<file path="config.mk">
export PLATFORM = sky130hd
export DESIGN_NAME = fbo_host
export DESIGN_NICKNAME = d
export VERILOG_FILES = /design/src/fbo_pkg.sv /design/src/fbo_timer_if.sv /design/src/fbo_host.sv /design/src/fbo_timer.sv
export SDC_FILE = /design/constraint.sdc
export NUM_CORES = 1
export LEC_CHECK = 0
export BUFFER_PORTS_ARGS = -buffer_cell sky130_fd_sc_hd__buf_4
export CORE_UTILIZATION = 45
export DETAILED_ROUTE_END_ITERATION = 7
export GPL_TIMING_DRIVEN = 0
export PLACE_DENSITY = 0.74
export SYNTH_ARGS = -nofsm -noshare
export SYNTH_HDL_FRONTEND = slang
export SYNTH_SLANG_ARGS = --single-unit
</file>
<file path="constraint.sdc">
create_clock -name mclk -period 2.4 [get_ports mclk]
set_clock_uncertainty 0.05 [all_clocks]
set_input_delay 0.12 -clock mclk [delete_from_list [all_inputs] [get_ports mclk]]
set_output_delay 0.12 -clock mclk [all_outputs]
set_load 0.02 [all_outputs]
</file>
<file path="src/fbo_pkg.sv">
// package with pin-level constants for the flash bus controller
package fbo_pkg;
   localparam int unsigned CLK_PERIOD_NS   = 20;
   localparam int unsigned PROT_PULSE_US   = 100;
   localparam int unsigned UNPROT_PULSE_MS = 10;
   localparam int unsigned ACCESS_NS       = 80;
   localparam int unsigned ACCESS_CYC      = (ACCESS_NS + CLK_PERIOD_NS - 1) / CLK_PERIOD_NS;
   localparam int unsigned PROT_CYC        = (PROT_PULSE_US * 1000 + CLK_PERIOD_NS - 1) / CLK_PERIOD_NS;
   localparam int unsigned UNPROT_CYC      = (UNPROT_PULSE_MS * 1000000 + CLK_PERIOD_NS - 1) / CLK_PERIOD_NS;
   localparam int unsigned SETUP_CYC       = 2;
   localparam int unsigned ADDR_W          = 19;
   localparam int unsigned DATA_W          = 16;
   localparam int unsigned CNT_W           = 20;
   localparam int unsigned BIT_A0          = 0;
   localparam int unsigned BIT_A1          = 1;
   localparam int unsigned BIT_A6          = 6;
   localparam int unsigned BIT_A12         = 12;
   localparam int unsigned BIT_A15         = 15;
   localparam int unsigned BLK_LSB         = 12;
   localparam logic [7:0]  PROT_YES        = 8'h01;
   localparam logic [7:0]  PROT_NO         = 8'h00;
   typedef enum logic [2:0] {
      FBO_OP_READ, FBO_OP_WRITE, FBO_OP_SIG, FBO_OP_PROT, FBO_OP_PVERIFY, FBO_OP_UNPROT, FBO_OP_UVERIFY
   } fbo_op_t;
endpackage

</file>
<file path="src/fbo_timer_if.sv">
// interface between the sequencer and its pulse timer
`timescale 1ns/1ps
interface fbo_timer_if;
   logic                       start;
   logic [fbo_pkg::CNT_W-1:0]  load;
   logic                       done;
   modport master (output start, output load, input done);
   modport timer  (input start, input load, output done);
endinterface

</file>
<file path="src/fbo_host.sv">
// host controller driving the flash bus pins
// Functional notes
// - read data only while select and gate low
// - host writes with select, strobe low, gate high
// - protect: strobe low 100us, gate elevated
// - protect every block before full unprotection
// - unprotect verify returns 00h, each block
`timescale 1ns/1ps
module fbo_host #(
   parameter int unsigned PROT_CYCLES   = fbo_pkg::PROT_CYC,   // protect pulse length
   parameter int unsigned UNPROT_CYCLES = fbo_pkg::UNPROT_CYC  // unprotect wait length
) (
   input  wire logic                        mclk,             // system clock
   input  wire logic                        rst_n,            // async reset, active low
   input  wire logic                        req_valid,        // request strobe, one cycle
   input  wire fbo_pkg::fbo_op_t            req_op,           // operation kind
   input  wire logic [fbo_pkg::ADDR_W-1:0]  req_addr,         // word address
   input  wire logic [fbo_pkg::DATA_W-1:0]  req_wdata,        // write data
   input  wire logic                        req_byte,         // 1 = byte mode
   input  wire logic                        req_temp_unprot,  // hold reset input elevated
   output logic                             req_ready,        // idle, can take request
   output logic                             rsp_valid,        // answer pulse
   output logic [fbo_pkg::DATA_W-1:0]       rsp_rdata,        // read data
   output logic                             rsp_protected,    // verify found block protected
   output logic                             busy_seen,        // ready/busy pin low
   output logic                             chip_sel_n,       // chip select pin
   output logic                             chip_sel_hv,      // chip select elevated qualifier
   output logic                             out_gate_n,       // output gate pin
   output logic                             out_gate_hv,      // output gate elevated qualifier
   output logic                             wr_strobe_n,      // write strobe pin
   output logic                             reset_unprotect_n,// reset pin
   output logic                             reset_unprotect_hv, // reset elevated qualifier
   output logic                             width_word,       // width select, 1 = word
   output logic                             signature_address_line_hv, // signature line elevated
   output logic [fbo_pkg::ADDR_W-1:0]       addr,             // address pins
   output logic [fbo_pkg::DATA_W-1:0]       dq_o,             // data pins out
   output logic [fbo_pkg::DATA_W-1:0]       dq_oe_n,          // data enable, low drives
   input  wire logic [fbo_pkg::DATA_W-1:0]  dq_i,             // data pins in
   input  wire logic                        ready_busy_n      // ready/busy pin
);
   typedef enum {ST_IDLE, ST_SETUP, ST_ACT, ST_HOLD, ST_WAIT} fbo_state_t;

   fbo_timer_if tif ();
   fbo_timer u_timer (
      .mclk  (mclk),
      .rst_n (rst_n),
      .tif   (tif)
   );

   ////////////////////////////////////////////////////////////////////////////////
   fbo_state_t                 st_reg, st_next;
   fbo_pkg::fbo_op_t           op_reg, op_next;
   logic                       ce_reg, ce_next, ceh_reg, ceh_next;
   logic                       oe_reg, oe_next, oeh_reg, oeh_next;
   logic                       we_reg, we_next, rph_reg, rph_next;
   logic                       byte_reg, byte_next, sig_reg, sig_next;
   logic [fbo_pkg::ADDR_W-1:0] a_reg, a_next;
   logic [fbo_pkg::DATA_W-1:0] d_reg, d_next, dz_reg, dz_next;
   logic [fbo_pkg::DATA_W-1:0] rd_reg, rd_next;
   logic                       rv_reg, rv_next, pr_reg, pr_next, bsy_reg;
   logic                       rdy_reg, rdy_next, rpn_reg, rpn_next;

   // address pins for a signature/verify/unprotect operation: qualifier bits forced
   function automatic logic [fbo_pkg::ADDR_W-1:0] mode_addr(input fbo_pkg::fbo_op_t op,
                                                            input logic [fbo_pkg::ADDR_W-1:0] a);
      logic [fbo_pkg::ADDR_W-1:0] r;
      r = a;
      unique case (op)
         fbo_pkg::FBO_OP_SIG: r[fbo_pkg::BIT_A1] = 1'b0;
         fbo_pkg::FBO_OP_PVERIFY: begin
            r[fbo_pkg::BIT_A0] = 1'b0;
            r[fbo_pkg::BIT_A1] = 1'b1;
            r[fbo_pkg::BIT_A6] = 1'b0;
         end
         fbo_pkg::FBO_OP_UVERIFY: begin
            r[fbo_pkg::BIT_A0] = 1'b0;
            r[fbo_pkg::BIT_A1] = 1'b1;
            r[fbo_pkg::BIT_A6] = 1'b1;
         end
         fbo_pkg::FBO_OP_UNPROT: begin
            r[fbo_pkg::BIT_A12] = 1'b1;
            r[fbo_pkg::BIT_A15] = 1'b1;
         end
         default: r = a;
      endcase
      return r;
   endfunction

   // sequencer: drives pins phase by phase, timer sets phase length
   always_comb begin
      st_next = st_reg;    op_next = op_reg;
      ce_next = ce_reg;    ceh_next = ceh_reg;
      oe_next = oe_reg;    oeh_next = oeh_reg;
      we_next = we_reg;    rph_next = req_temp_unprot;
      byte_next = byte_reg; sig_next = sig_reg;
      a_next = a_reg;      d_next = d_reg;  dz_next = dz_reg;
      rd_next = rd_reg;    rv_next = 1'b0;  pr_next = pr_reg;
      rpn_next = 1'b1;                                                  // device out of reset once running
      tif.start = 1'b0;
      tif.load  = '0;
      unique case (st_reg)
         ST_IDLE: begin
            if (req_valid) begin
               op_next   = req_op;
               byte_next = req_byte;
               a_next    = mode_addr(req_op, req_addr);
               d_next    = req_wdata;
               sig_next  = (req_op != fbo_pkg::FBO_OP_READ) && (req_op != fbo_pkg::FBO_OP_WRITE);
               ce_next   = (req_op != fbo_pkg::FBO_OP_UNPROT);          // select low by default
               ceh_next  = (req_op == fbo_pkg::FBO_OP_UNPROT);
               ce_next   = !ce_next;
               oeh_next  = (req_op == fbo_pkg::FBO_OP_PROT) || (req_op == fbo_pkg::FBO_OP_UNPROT);
               oe_next   = 1'b1;                                        // gate high while setting up
               tif.start = 1'b1;
               tif.load  = fbo_pkg::CNT_W'(fbo_pkg::SETUP_CYC);
               st_next   = ST_SETUP;
            end
         end
         ST_SETUP: if (tif.done) begin
            tif.start = 1'b1;
            unique case (op_reg)
               fbo_pkg::FBO_OP_WRITE: begin
                  we_next  = 1'b0;
                  dz_next  = byte_reg ? 16'hff00 : 16'h0000;            // byte mode drives low lanes only, word mode all
                  tif.load = fbo_pkg::CNT_W'(fbo_pkg::ACCESS_CYC);
               end
               fbo_pkg::FBO_OP_PROT: begin
                  we_next  = 1'b0;
                  tif.load = fbo_pkg::CNT_W'(PROT_CYCLES);
               end
               fbo_pkg::FBO_OP_UNPROT: begin
                  we_next  = 1'b0;
                  tif.load = fbo_pkg::CNT_W'(UNPROT_CYCLES);
               end
               default: begin
                  oe_next  = 1'b0;
                  tif.load = fbo_pkg::CNT_W'(fbo_pkg::ACCESS_CYC);    // address held steady
               end
            endcase
            st_next = ST_ACT;
         end
         ST_ACT: if (tif.done) begin
            if (!oe_reg) begin
               rd_next = byte_reg ? {8'h00, dq_i[7:0]} : dq_i;
               pr_next = (dq_i[7:0] == fbo_pkg::PROT_YES);
            end
            we_next  = 1'b1;                                            // data taken at rise
            oe_next  = 1'b1;
            tif.start = 1'b1;
            tif.load  = fbo_pkg::CNT_W'(fbo_pkg::SETUP_CYC);
            st_next   = ST_HOLD;
         end
         ST_HOLD: if (tif.done) begin
            ce_next  = 1'b1;
            ceh_next = 1'b0;
            oeh_next = 1'b0;
            sig_next = 1'b0;
            dz_next  = 16'hffff;
            st_next  = ST_WAIT;
         end
         ST_WAIT: if (bsy_reg == 1'b0) begin
            rv_next = 1'b1;
            st_next = ST_IDLE;
         end
         default: st_next = ST_IDLE;
      endcase
      rdy_next = (st_next == ST_IDLE);                                  // ready flag registered with state
   end

   // register all pin and status state
   always_ff @(posedge mclk or negedge rst_n) begin
      if (!rst_n) begin
         st_reg <= ST_IDLE;   op_reg <= fbo_pkg::FBO_OP_READ;
         ce_reg <= 1'b1;      ceh_reg <= 1'b0;
         oe_reg <= 1'b1;      oeh_reg <= 1'b0;
         we_reg <= 1'b1;      rph_reg <= 1'b0;
         byte_reg <= 1'b0;    sig_reg <= 1'b0;
         a_reg <= '0;         d_reg <= '0;     dz_reg <= 16'hffff;
         rd_reg <= '0;        rv_reg <= 1'b0;  pr_reg <= 1'b0;
         bsy_reg <= 1'b0;
         rdy_reg <= 1'b1;     rpn_reg <= 1'b0;                          // device held in reset
      end else begin
         st_reg <= st_next;   op_reg <= op_next;
         ce_reg <= ce_next;   ceh_reg <= ceh_next;
         oe_reg <= oe_next;   oeh_reg <= oeh_next;
         we_reg <= we_next;   rph_reg <= rph_next;
         byte_reg <= byte_next; sig_reg <= sig_next;
         a_reg <= a_next;     d_reg <= d_next;  dz_reg <= dz_next;
         rd_reg <= rd_next;   rv_reg <= rv_next; pr_reg <= pr_next;
         bsy_reg <= !ready_busy_n;
         rdy_reg <= rdy_next; rpn_reg <= rpn_next;
      end
   end

   ////////////////////////////////////////////////////////////////////////////////
   // pin outputs straight from flip-flops
   assign req_ready                 = rdy_reg;
   assign rsp_valid                 = rv_reg;
   assign rsp_rdata                 = rd_reg;
   assign rsp_protected             = pr_reg;
   assign busy_seen                 = bsy_reg;
   assign chip_sel_n                = ce_reg;
   assign chip_sel_hv               = ceh_reg;
   assign out_gate_n                = oe_reg;
   assign out_gate_hv               = oeh_reg;
   assign wr_strobe_n               = we_reg;
   assign reset_unprotect_n         = rpn_reg;
   assign reset_unprotect_hv        = rph_reg;
   assign width_word                = !byte_reg;
   assign signature_address_line_hv = sig_reg;
   assign addr                      = a_reg;
   assign dq_o                      = d_reg;
   assign dq_oe_n                   = dz_reg;
endmodule

</file>
<file path="src/fbo_timer.sv">
// down counter timing bus phases and protection pulses
`timescale 1ns/1ps
module fbo_timer (
   input  wire logic mclk,        // system clock
   input  wire logic rst_n,       // async reset, active low
   fbo_timer_if.timer tif         // start, load value, done
);
   logic [fbo_pkg::CNT_W-1:0] cnt_reg;
   logic [fbo_pkg::CNT_W-1:0] cnt_next;
   logic                      done_reg;
   logic                      done_next;

   // next count: load on start, then count to zero and flag once
   always_comb begin
      cnt_next  = cnt_reg;
      done_next = 1'b0;
      if (tif.start) begin
         cnt_next = tif.load;
      end else if (cnt_reg != '0) begin
         cnt_next  = cnt_reg - 1'b1;
         done_next = (cnt_reg == fbo_pkg::CNT_W'(1));
      end
   end

   // register the counter
   always_ff @(posedge mclk or negedge rst_n) begin
      if (!rst_n) begin
         cnt_reg  <= '0;
         done_reg <= 1'b0;
      end else begin
         cnt_reg  <= cnt_next;
         done_reg <= done_next;
      end
   end

   assign tif.done = done_reg;
endmodule

</file>
==> run metrics <==
status=finished clean; Crit path max-delay family=simple AND/OR/NAND/NOR gates; grt total ovfl=0; drt pass-1 iters=5; Slew headroom=0.581; hpwl dp=7770 um; worst-path maximum fanout=5; area delta synth->final=56.3%; Clock power frac=0.532; most common cell after layout, fill and taps aside=buf_4; Net Switching=1.03 mW; grt met2 use=0.408; Root Buffer=clkbuf_8; pwr dens=631 nW/um^2; Antenna Nets Post-Route=0; post-synth top area cell=dfrtp_1; VDD IR-drop max=445 uV; Crit path required time=2.76 ns; Final Max Tran Viols=0; worst min-delay path class=in2async; Max Cap Viol=0; worst path arrival time=2.66 ns; initial antenna violation count=0; vias per cell=5.15; Syn Area/Cell=12.3 um^2; Rows=38; Reg2Reg Launch Point=st_reg[13]; IO Pins=140; Ant. Diodes=0; worst slew pin tran=0.628 ns; Iter 0 DRT Violations=237; H-tree depth=4; r2r endpoint=rsp_rdata[15]; Remaining DRCs=0; Final Hold Violating Endpoints=0; fmax=435 MHz; gp weighted congestion=0.822; max reg flops=32; clock sinks=122; CP max stage delay=0.38 ns; Core Area=10900 um^2; fin crit period=2.30 ns; share of the synthesized area in the top cell type=0.572; crit-path cells=nor4_2 -> nand4_1 -> buf_4 -> or3_4 -> nor4_4 -> buf_4 -> mux2_2; switching part of the total=0.206; die area=11700 um^2; GR Util met3=0.0747; Distinct cells, synth=55; TritonCTS clock tree=done; final worst path period share=0.957; Synth area leaders=dfrtp_1 57%, mux2_2 11%, dfstp_2 3.1%; cell count after synthesis=411; Worst Reg-to-Reg Cells=7; CP Capture Type=register; R2R setup slack=0.10 ns; vias in the first global route=4323; Critical-path top delay cell=dfrtp_1; Crit path top cell by count=buf_4; fill count=655; starting density of the core=0.466; final net count=736; WL/cell=16.8 um; Gate power share=0.049; Async SR Flop Fraction=1.00; fin util=0.728; sequential share of power=0.420; CP startpoint kind=register; met1 GRT Util=0.277; Top FF cell, synth=dfrtp_1; Internal=3.97 mW; Yosys reg bits=122; clock-pin slew on the worst setup and hold paths=0.06 ns; sequential element share of the synthesized area=0.603; port buffer count=139; Yosys Warn Count=0; layout cells sized above 1=0.422; Total Power=5.00 mW; die width=108 um; Post-synth EDFFs=0; total CTS buffers=17; Max Root-Sink Buffers=2; Post-Route WL=13900 um; first-pass GRT wire length=21100 um; Total GRT Usage=0.238; worst setup path class=reg2reg; crit path buf inv count=2; Die Y=108 um; Leak=3.91 nW; mapped cell area=5070 um^2; most frequent cells in the layout=169 x buf_4, 116 x dfrtp_1, 60 x dlygate4sd3_1; clock latency on the worst-skew pair=0.53 ns; pin count of the biggest net entering global routing=96; GR peak layer=met2; Finish-stage setup viols=0; via count=4263
-- what timing repair did --
item / in CTS / in global routing
pin swaps: 4 / 4
gates resized for setup: 17 / 11
hold endpoints to repair: 179 / 0
endpoints found under the setup margin: 79 / 38
setup buffers: 10 / 6
hold buffers: 61 / 0
cloned: 1 / 0
-- metal layers --
layer  vias to the layer above  share of wire
li1                       1948              -
met1                      2098           0.38
met2                       186           0.53
met3                        31          0.068
met4                         0          0.021
met5                         -              0
-- through the flow --
step	setup WS (ns)	cells	cell area [um^2]	hold slack, ns	TNS (ns)
floorplan	0.00401	439	5180	-0.226	0
CTS	-0.0785	822	7840	0.0384	-0.335
global placement	-0.446	718	6400	0.181	-15.96
detailed placement	-0.490	719	6430	-0.0413	-19.17
finish	0.102	827	7930	0.0416	0
global route	-0.0652	827	7930	0.0546	-0.0652
-- Yosys cell counts (2+ instances only) --
library cell / instances
inv_1: 12
ha_1: 2
nor3b_1: 3
or3_1: 5
or2_2: 2
o21ai_0: 12
dfrtp_1: 116
nand3b_1: 4
nand2_1: 13
and2_1: 2
mux2i_1: 2
nand2b_1: 3
nand4_1: 3
nor2b_1: 9
or4b_2: 2
clkbuf_1: 6
xor2_1: 10
a21oi_1: 15
o31a_1: 2
nor2_1: 33
nor4_1: 20
nand3_1: 8
a31oi_1: 4
conb_1: 2
buf_4: 14
or4_1: 4
xnor2_1: 3
o22ai_1: 2
nor3_1: 9
buf_2: 8
dfstp_2: 6
o31ai_1: 2
a21boi_0: 2
mux2_2: 50
-- power by group through the flow --
stage               Clock [mW]  Combinational (mW)  Sequential [mW]
finish                    2.66               0.244             2.10
global route              2.78               0.265             2.10
CTS                       2.68               0.239             2.10
detailed placement           0               0.154             2.13
global placement             0               0.143             2.13
floorplan                    0              0.0190             2.13
-- worst max-delay path by stage --
stage,to,cells past startpoint,from,slack (ns)
finish,rsp_rdata[15],7,st_reg[13],0.10
global route,u_timer.cnt_reg[18],7,st_reg[20],-0.07
CTS,u_timer.cnt_reg[18],6,st_reg[1],-0.08
detailed placement,addr[14],6,st_reg[13],-0.49
global placement,addr[11],6,st_reg[9],-0.45
floorplan,rsp_rdata[7],6,st_reg[20],0.004
-- logic make-up after synthesis --
logic type | count (synthesis) | share of synthesized area
AO/OA/AOI/OAI | 51 | 0.0654
XOR/XNOR | 13 | 0.0224
adder cells (fa/ha/maj) | 2 | 0.00493
AND/OR/NAND/NOR | 127 | 0.141
buffers and inverters | 41 | 0.0442
multiplexers | 53 | 0.117
other | 2 | 0.00148
flip-flops | 122 | 0.603
-- final cells by class --
cell class | instances | area, um^2 | area share
Sequential cell | 122 | 3060 | 0.386
Tap cell | 140 | 175 | 0.0221
Multi-Input combinational cell | 276 | 2020 | 0.255
Buffer | 27 | 181 | 0.0229
Inverter | 12 | 45.0 | 0.00568
Clock buffer | 21 | 449 | 0.0567
Timing Repair Buffer | 218 | 1830 | 0.230
Clock inverter | 11 | 168 | 0.0212
-- worst reg2reg max path: stages (launching register included) --
cell and delay [ns]:
dfrtp_1 0.38, nor4_2 0.28, nand4_1 0.12, buf_4 0.19
or3_4 0.35, nor4_4 0.25, buf_4 0.23, mux2_2 0.35
(Power assumes the default switching activity.)
